[src/rtl/spr_pkg.sv]
// Package with register map, field layout, reset values and timing for the serial port unit.
package spr_pkg;

  // ----------------------------------------------------------------
  // Register byte offsets on the APB bus.
  // ----------------------------------------------------------------
  localparam logic [7:0] SPR_CTRL_OFFSET = 8'h00;
  localparam logic [7:0] SPR_STATUS_OFFSET = 8'h04;
  localparam logic [7:0] SPR_MASK_OFFSET = 8'h08;
  localparam logic [7:0] SPR_DATA_OFFSET = 8'h0C;

  // ----------------------------------------------------------------
  // Field positions.
  // ----------------------------------------------------------------
  localparam int SPR_CTRL_PORT_EN_POS = 0;
  localparam int SPR_CTRL_MASTER_EN_POS = 1;
  localparam int SPR_CTRL_SEL_LOWER_POS = 2;
  localparam int SPR_CTRL_SEL_UPPER_POS = 3;
  localparam int SPR_STAT_DONE_POS = 0;
  localparam int SPR_STAT_FAULT_POS = 1;

  // ----------------------------------------------------------------
  // Reset values. Select mode resets to 01, the four-wire input mode.
  // ----------------------------------------------------------------
  localparam logic [3:0] SPR_CTRL_RESET = 4'h4;
  localparam logic [1:0] SPR_STATUS_RESET = 2'h0;
  localparam logic [1:0] SPR_MASK_RESET = 2'h0;
  localparam logic [7:0] SPR_BYTE_RESET = 8'h00;
  localparam logic [3:0] SPR_BITS_PER_BYTE = 4'h8;

  // ----------------------------------------------------------------
  // Serial clock timing for master mode.
  // ----------------------------------------------------------------
  localparam int SPR_PCLK_NS = 40;
  localparam int SPR_SCK_HALF_NS = 160;
  localparam int SPR_SCK_HALF_CYCLES = (SPR_SCK_HALF_NS + SPR_PCLK_NS - 1) / SPR_PCLK_NS;
  localparam logic [3:0] SPR_SCK_HALF_LAST = 4'(SPR_SCK_HALF_CYCLES - 1);

  // ----------------------------------------------------------------
  // Select mode encodings and control carrier.
  // ----------------------------------------------------------------
  typedef enum logic [1:0] {
    SPR_SEL_THREE_WIRE = 2'b00,
    SPR_SEL_FOUR_WIRE_IN = 2'b01,
    SPR_SEL_OUT_LOW = 2'b10,
    SPR_SEL_OUT_HIGH = 2'b11
  } spr_sel_mode_type;

  typedef struct packed {
    logic select_mode_upper_bit;
    logic select_mode_lower_bit;
    logic master_enable_bit;
    logic port_enable_bit;
  } spr_ctrl_type;

endpackage

[src/rtl/spr_serial_port_unit.sv]
// Serial port unit: pin roles, select modes, shift logic and APB register file.
//
// The implementer's own choices: the register offsets and the APB slave port.
`timescale 1ns/10ps
`default_nettype none

// Behaviour
// - Master drives master-out; slave reads it.
// - Master samples master-in; slave drives it.
// - Both directions shift most significant bit first.
// - Master-out carries shift register MSB.
// - Slave-out floats when disabled or unselected.
// - Three-wire slave always drives shift MSB.
// - Serial clock driven only as master.
// - Unselected four-wire slave ignores serial clock.
// - Mode 00: three-wire, slave always selected.
// - Mode 01: select input chooses slave.
// - Mode 01 master: select fall disables master.
// - Mode 1x: select output equals lower bit.
// - Select pin routed except in mode 00.
// - Master enable bit picks master or slave.
// - Select fault clears enables, sets flag.
module spr_serial_port_unit (
  input wire logic pclk,
  input wire logic presetn,
  input wire logic psel,
  input wire logic penable,
  input wire logic pwrite,
  input wire logic [7:0] paddr,
  input wire logic [31:0] pwdata,
  output logic [31:0] prdata,
  output logic pready,
  output logic pslverr,
  output logic irq,
  input wire logic mosi_i,
  output logic mosi_o,
  output logic mosi_oe_n,
  input wire logic miso_i,
  output logic miso_o,
  output logic miso_oe_n,
  input wire logic sck_i,
  output logic sck_o,
  output logic sck_oe_n,
  input wire logic slave_select_n_i,
  output logic slave_select_n_o,
  output logic slave_select_n_oe_n,
  output logic select_pin_routed
);

  // ----------------------------------------------------------------
  // Declarations.
  // ----------------------------------------------------------------
  spr_pkg::spr_ctrl_type ctrl_q;
  logic [1:0] status_q;
  logic [1:0] mask_q;
  logic [7:0] tx_buf_q;
  logic tx_full_q;
  logic [7:0] rx_q;
  logic [7:0] shreg_q;
  logic bit_q;
  logic [3:0] cnt_q;
  logic active_q;
  logic [3:0] div_q;
  logic sck_q;
  logic [2:0] sck_sync_q;
  logic [2:0] nss_sync_q;
  logic [1:0] mosi_sync_q;
  logic [1:0] miso_sync_q;
  logic pready_q;
  logic pslverr_q;
  logic [31:0] prdata_q;
  logic irq_q;
  logic mosi_o_q;
  logic mosi_oe_n_q;
  logic miso_o_q;
  logic miso_oe_n_q;
  logic sck_oe_n_q;
  logic nss_o_q;
  logic nss_oe_n_q;
  logic routed_q;
  logic enabled;
  logic master;
  logic [1:0] sel_mode;
  logic selected;
  logic nss_fall;
  logic fault;
  logic tick;
  logic rise;
  logic fall;
  logic din;
  logic complete;
  logic wr_en;
  logic rd_en;
  logic mapped;

  // Address decode shared by read and write paths.
  function automatic logic spr_is_mapped(input logic [7:0] addr);
    spr_is_mapped = (addr == spr_pkg::SPR_CTRL_OFFSET) || (addr == spr_pkg::SPR_STATUS_OFFSET) ||
                    (addr == spr_pkg::SPR_MASK_OFFSET) || (addr == spr_pkg::SPR_DATA_OFFSET);
  endfunction

  // ----------------------------------------------------------------
  // Input synchronisers.
  // ----------------------------------------------------------------

  // Every pin passes two flops; the third stage only serves edge detection.
  always_ff @(posedge pclk or negedge presetn)
  begin
    if (!presetn)
    begin
      sck_sync_q <= 3'h0;
      nss_sync_q <= 3'h7;
      mosi_sync_q <= 2'h0;
      miso_sync_q <= 2'h0;
    end
    else
    begin
      sck_sync_q <= {sck_sync_q[1:0], sck_i};
      nss_sync_q <= {nss_sync_q[1:0], slave_select_n_i};
      mosi_sync_q <= {mosi_sync_q[0], mosi_i};
      miso_sync_q <= {miso_sync_q[0], miso_i};
    end
  end

  // ----------------------------------------------------------------
  // Mode decode.
  // ----------------------------------------------------------------

  // Master role requires the port to be enabled as well.
  assign enabled = ctrl_q.port_enable_bit;
  assign master = ctrl_q.port_enable_bit && ctrl_q.master_enable_bit;
  assign sel_mode = {ctrl_q.select_mode_upper_bit, ctrl_q.select_mode_lower_bit};
  assign nss_fall = nss_sync_q[2] && !nss_sync_q[1];
  assign fault = master && (sel_mode == spr_pkg::SPR_SEL_FOUR_WIRE_IN) && nss_fall;

  // A slave in output-select mode is treated as unselected, which keeps it off the bus.
  always_comb
  begin
    case (sel_mode)
      spr_pkg::SPR_SEL_THREE_WIRE: selected = 1'b1;
      spr_pkg::SPR_SEL_FOUR_WIRE_IN: selected = !nss_sync_q[1];
      default: selected = 1'b0;
    endcase
  end

  // ----------------------------------------------------------------
  // Serial clock events.
  // ----------------------------------------------------------------

  // Master divider runs only while a byte is in flight.
  always_ff @(posedge pclk or negedge presetn)
  begin
    if (!presetn)
    begin
      div_q <= 4'h0;
      sck_q <= 1'b0;
    end
    else if (!master || !active_q)
    begin
      div_q <= 4'h0;
      sck_q <= 1'b0;
    end
    else if (tick)
    begin
      div_q <= 4'h0;
      sck_q <= !sck_q;
    end
    else
    begin
      div_q <= div_q + 4'h1;
    end
  end

  assign tick = master && active_q && (div_q == spr_pkg::SPR_SCK_HALF_LAST);

  // Slave edges count only while selected, so a deselected slave never shifts.
  always_comb
  begin
    if (master)
    begin
      rise = tick && !sck_q;
      fall = tick && sck_q;
      din = miso_sync_q[1];
    end
    else
    begin
      rise = enabled && selected && !sck_sync_q[2] && sck_sync_q[1];
      fall = enabled && selected && sck_sync_q[2] && !sck_sync_q[1];
      din = mosi_sync_q[1];
    end
  end

  assign complete = fall && (cnt_q == spr_pkg::SPR_BITS_PER_BYTE);

  // ----------------------------------------------------------------
  // Shift engine.
  // ----------------------------------------------------------------

  // Bits are caught on the rising edge and shifted in at the LSB on the falling edge, so the
  // MSB leaves first and stays put for the whole high phase.
  always_ff @(posedge pclk or negedge presetn)
  begin
    if (!presetn)
    begin
      shreg_q <= spr_pkg::SPR_BYTE_RESET;
      bit_q <= 1'b0;
      cnt_q <= 4'h0;
      active_q <= 1'b0;
      rx_q <= spr_pkg::SPR_BYTE_RESET;
    end
    else if (!enabled)
    begin
      cnt_q <= 4'h0;
      active_q <= 1'b0;
    end
    else
    begin
      if (!master && (sel_mode == spr_pkg::SPR_SEL_FOUR_WIRE_IN) && nss_fall)
      begin
        cnt_q <= 4'h0;
      end
      else if (rise)
      begin
        bit_q <= din;
        cnt_q <= cnt_q + 4'h1;
      end
      else if (complete)
      begin
        rx_q <= {shreg_q[6:0], bit_q};
        cnt_q <= 4'h0;
        active_q <= 1'b0;
      end
      else if (fall)
      begin
        shreg_q <= {shreg_q[6:0], bit_q};
      end
      if (!active_q && tx_full_q)
      begin
        shreg_q <= tx_buf_q;
        active_q <= 1'b1;
      end
    end
  end

  // ----------------------------------------------------------------
  // APB slave.
  // ----------------------------------------------------------------

  // One wait state: the answer is registered so that all bus outputs come from flops.
  assign mapped = spr_is_mapped(paddr);
  assign wr_en = psel && penable && pready_q && pwrite && mapped;
  assign rd_en = psel && penable && !pready_q && !pwrite;

  always_ff @(posedge pclk or negedge presetn)
  begin
    if (!presetn)
    begin
      pready_q <= 1'b0;
      pslverr_q <= 1'b0;
      prdata_q <= 32'h0000_0000;
    end
    else
    begin
      pready_q <= psel && penable && !pready_q;
      pslverr_q <= psel && penable && !pready_q && !mapped;
      if (rd_en)
      begin
        case (paddr)
          spr_pkg::SPR_CTRL_OFFSET: prdata_q <= {28'h000_0000, ctrl_q};
          spr_pkg::SPR_STATUS_OFFSET: prdata_q <= {30'h0000_0000, status_q};
          spr_pkg::SPR_MASK_OFFSET: prdata_q <= {30'h0000_0000, mask_q};
          spr_pkg::SPR_DATA_OFFSET: prdata_q <= {24'h00_0000, rx_q};
          default: prdata_q <= 32'h0000_0000;
        endcase
      end
      else if (!(psel && penable))
      begin
        prdata_q <= 32'h0000_0000;
      end
    end
  end

  // A fault in the same cycle as a control write wins, so the bus cannot re-arm a faulted master.
  always_ff @(posedge pclk or negedge presetn)
  begin
    if (!presetn)
    begin
      ctrl_q <= spr_pkg::SPR_CTRL_RESET;
    end
    else if (fault)
    begin
      ctrl_q.master_enable_bit <= 1'b0;
      ctrl_q.port_enable_bit <= 1'b0;
    end
    else if (wr_en && (paddr == spr_pkg::SPR_CTRL_OFFSET))
    begin
      ctrl_q <= pwdata[3:0];
    end
  end

  // Sticky status: hardware set beats a write-one clear in the same cycle.
  always_ff @(posedge pclk or negedge presetn)
  begin
    if (!presetn)
    begin
      status_q <= spr_pkg::SPR_STATUS_RESET;
      mask_q <= spr_pkg::SPR_MASK_RESET;
    end
    else
    begin
      if (wr_en && (paddr == spr_pkg::SPR_MASK_OFFSET))
      begin
        mask_q <= pwdata[1:0];
      end
      status_q[spr_pkg::SPR_STAT_DONE_POS] <= complete ||
        (status_q[spr_pkg::SPR_STAT_DONE_POS] &&
         !(wr_en && (paddr == spr_pkg::SPR_STATUS_OFFSET) && pwdata[spr_pkg::SPR_STAT_DONE_POS]));
      status_q[spr_pkg::SPR_STAT_FAULT_POS] <= fault ||
        (status_q[spr_pkg::SPR_STAT_FAULT_POS] &&
         !(wr_en && (paddr == spr_pkg::SPR_STATUS_OFFSET) && pwdata[spr_pkg::SPR_STAT_FAULT_POS]));
    end
  end

  // Transmit holding register; a write while it is still full is dropped.
  always_ff @(posedge pclk or negedge presetn)
  begin
    if (!presetn)
    begin
      tx_buf_q <= spr_pkg::SPR_BYTE_RESET;
      tx_full_q <= 1'b0;
    end
    else if (wr_en && (paddr == spr_pkg::SPR_DATA_OFFSET) && !tx_full_q)
    begin
      tx_buf_q <= pwdata[7:0];
      tx_full_q <= 1'b1;
    end
    else if (!enabled || !active_q)
    begin
      // The buffer empties here: with the port enabled the shift engine takes the byte at this same edge; with it disabled the byte is dropped.
      tx_full_q <= 1'b0;
    end
  end

  // ----------------------------------------------------------------
  // Registered pin drivers.
  // ----------------------------------------------------------------

  // Enables are low while driving; all follow the mode one cycle later.
  always_ff @(posedge pclk or negedge presetn)
  begin
    if (!presetn)
    begin
      mosi_o_q <= 1'b0;
      mosi_oe_n_q <= 1'b1;
      miso_o_q <= 1'b0;
      miso_oe_n_q <= 1'b1;
      sck_oe_n_q <= 1'b1;
      nss_o_q <= 1'b1;
      nss_oe_n_q <= 1'b1;
      routed_q <= 1'b1;
      irq_q <= 1'b0;
    end
    else
    begin
      mosi_o_q <= master && shreg_q[7];
      mosi_oe_n_q <= !master;
      miso_o_q <= shreg_q[7];
      miso_oe_n_q <= !(enabled && !master && selected);
      sck_oe_n_q <= !master;
      nss_o_q <= ctrl_q.select_mode_lower_bit;
      nss_oe_n_q <= !ctrl_q.select_mode_upper_bit;
      routed_q <= sel_mode != spr_pkg::SPR_SEL_THREE_WIRE;
      irq_q <= |(status_q & mask_q);
    end
  end

  assign prdata = prdata_q;
  assign pready = pready_q;
  assign pslverr = pslverr_q;
  assign irq = irq_q;
  assign mosi_o = mosi_o_q;
  assign mosi_oe_n = mosi_oe_n_q;
  assign miso_o = miso_o_q;
  assign miso_oe_n = miso_oe_n_q;
  assign sck_o = sck_q;
  assign sck_oe_n = sck_oe_n_q;
  assign slave_select_n_o = nss_o_q;
  assign slave_select_n_oe_n = nss_oe_n_q;
  assign select_pin_routed = routed_q;
endmodule

`default_nettype wire

[config.mk]
export PLATFORM = sky130hd
export DESIGN_NAME = spr_serial_port_unit
export DESIGN_NICKNAME = d
export VERILOG_FILES = /design/src/rtl/spr_pkg.sv /design/src/rtl/spr_serial_port_unit.sv
export SDC_FILE = /design/constraint.sdc
export NUM_CORES = 1
export LEC_CHECK = 0
export ABC_AREA = 1
export BUFFER_PORTS_ARGS = -buffer_cell sky130_fd_sc_hd__buf_2
export CAP_MARGIN = 20
export CORE_MARGIN = 2
export CORE_UTILIZATION = 50
export DETAILED_ROUTE_END_ITERATION = 8
export PLACE_DENSITY = 0.77
export SLEW_MARGIN = 25
export SYNTH_ARGS = -nofsm -noshare
export SYNTH_HDL_FRONTEND = slang
export SYNTH_SLANG_ARGS = --single-unit
export TNS_END_PERCENT = 10
[constraint.sdc]
create_clock -name pclk -period 3.1 [get_ports pclk]
set_input_delay 0.31 -clock pclk [delete_from_list [all_inputs] [get_ports pclk]]
set_output_delay 0.31 -clock pclk [all_outputs]
set_load 0.03 [all_outputs]
==> results.tsv <==
metric	value	unit
run status	finished, violations left	
failing checks	design-rule violations	
largest net degree at the start of global routing	73	
Max FO, Critical Path	13	
drt via density	4.80	
clock sinks	72	
Slew @ Worst Pin	633	ps
critical path type	reg -> reg	
Clock Path Buffers	2	
P_leak	1.98	nW
unrepaired setup endpoints after global routing	false	
Worst Path Arrival	2060	ps
critical path's slowest cell	dfrtp_1	
post-synth cell types	34	
P per Cell Area	490	mW/mm2
CP cell instances	nand2_4, nor2_4, nand3_2, nand2_2, nand2_1, nand2_4, nand2_4, nand2_1, nand2_1	
Root Driver	clkbuf_8	
Slew Limit Fails	0	
Slew HR	57.7	%
Tmin final	1830	ps
GRT Total Usage	17.8	%
wire length per cell	12.1	um
Initial Util	52.2	%
Mapped Avg Cell Area	9.36	um2
RePlAce Congestion	0.804	
hpwl dp	4240	um
GRT Residual Overflow	0	
most frequent cell after synthesis	nand2_1	
Layout Nets	461	
number of global-route vias before repair	2271	
Synth Cell Area	0.00335	mm2
FP Rows	29	
Core ar.	0.00642	mm2
Syn Inst Count	358	
Peak Freq	546	MHz
chip width	85.8	um
final-report hold violation count	0	
sequential cell area fraction in the yosys report	54.1	%
CTS Buf Count	9	
ANT nets after route	0	
final WL	5950	um
# diodes	0	
via count	2359	
die area	0.00737	mm2
EDFF count, synth	0	
first-pass GRT wire length	10200	um
hold path cells	1	
commonest cells in the netlist	nand2_1, dfrtp_1, inv_1	
Worst setup SP type	register	
total chip power	1.85	mW
largest cells by area after synthesis	dfrtp_1, nand2_1, dfstp_2	
Max Cap Violations	0	
post-CTS setup buffer count	0	
Data required, critical path	3330	ps
first drt pass iteration count	9	
Yosys top cell area share	47.1	%
IO buf count	44	
asr flop ratio synth	100	%
worst clock skew	10.7	ps
Fin Setup TNS	0	ps
# IOs	93	
layout cells sized above 1	26.3	%
DR DRC count	7	
final core occ	58.8	%
Clk Latency, worst-skew pair	350	ps
post-CTS sizing	0	
Worst Slack Setup Final	1270	ps
hold bufs inserted after CTS	1	
Warnings, synthesis	0	
area growth from synthesis to layout	12.8	%
Vert. Die Dim	85.8	um
CP max stage delay	700	ps
Initial DRC Count	129	
area leader, netlist	dfrtp_1	
Hold Path Class	in -> reg	
fin crit share	59.1	%
initial antenna violation count	0	
clk slew on worst S/H paths	70	ps
dpl ws	1150	ps
FF-to-FF path depth	9	
crit path capture type	register	
CTS tree	built	
Peak VDD IR	0.000216	V
synthesis-stage register bit count	72	
# setup viols final	0	
predominant post-synthesis flop cell	dfrtp_1	
H-Tree Depth	3	
[where the power goes]
group / leakage, nW / internal [mW] / switching, mW / total, mW
Clock: 0.102 / 0.450 / 0.343 / 0.793
Sequential: 0.946 / 0.950 / 0.00429 / 0.954
Combinational: 0.935 / 0.0215 / 0.0828 / 0.104
[through the flow]
stage	instance area, um2	hold WS [ps]	std cells
2_1_floorplan	3440	14.4	381
3_3_place_gp	3550	333	474
3_5_place_dp	3550	340	474
4_1_cts	3780	54.4	491
5_1_grt	3780	44.4	491
6_report	3780	69.3	491
[registers in the layout (all words and copies together) (netlist names), 2 cells and up]
register,cells
prdata,8
rx_q,8
shreg_q,8
tx_buf_q,8
cnt_q,4
div_q,4
ctrl_q,3
nss_sync_q,3
sck_sync_q,3
mask_q,2
miso_sync_q,2
mosi_sync_q,2
status_q,2
[worst max-delay path: cells and delay by family, from the launching register on]
kind,cells,cell delay (ps)
DFF,1,700
and+or+nand+nor,9,1030
[area by class of cell]
| type | count | area [um2] |
|---|---|---|
| multi-input cells | 236 | 1230 |
| clock inverters | 6 | 85.1 |
| well taps | 77 | 96.3 |
| flip-flops and latches | 72 | 1810 |
| clock buffers | 10 | 128 |
| fillers | 568 | 2650 |
| inverters | 44 | 170 |
| repair buffers | 46 | 250 |
[per-layer routing]
metal	share of wire [%]	vias to the layer above	wire [um]	track usage [%]
li1	-	1193	-	-
met1	45	1104	2670	21.7
met2	50	55	2950	30.2
met3	4.4	7	262	5.10
met4	1.2	0	72	6.49
met5	0	-	0	0
[layout by cell type (no fill, tap or decap), types with 3 or more instances in the layout]
cell type / count
nand2_1: 89
dfrtp_1: 63
buf_2: 44
inv_1: 38
conb_1: 24
nor2_1: 19
nand3_1: 19
o21ai_0: 13
o21ai_1: 13
nand4_1: 10
clkbuf_8: 9
dfstp_2: 9
mux2_2: 8
nand2_2: 6
o21ai_2: 6
inv_2: 5
nand2_4: 3
nor2_4: 3
nand3_2: 3
xor2_1: 3
ha_1: 3
[final timing paths]
check                      slack [ps]           start                 to
max                              1270         enabled         shreg_q[7]
min                                70           sck_i      sck_sync_q[0]
max reg2reg                      1270         enabled         shreg_q[7]
min reg2reg                       350  miso_sync_q[0]     miso_sync_q[1]
max in group asynchronous        2250         presetn  select_pin_routed
min in group asynchronous         520         presetn           div_q[0]
[cell families (layout without fill, tap and decap cells)]
logic type	count (synthesis)	in the layout	synth area share, %
xor gates and xnor gates	3	3	0.785
adders and majority gates	3	3	1.12
AOI/OAI and AO/OA	38	38	6.61
DFF	72	72	54.1
and+or+nand+nor	159	159	22.7
other	1	24	0.112
muxes	9	9	2.99
buffers and inverters	73	106	11.6
Power figures use the tool's default switching activity.
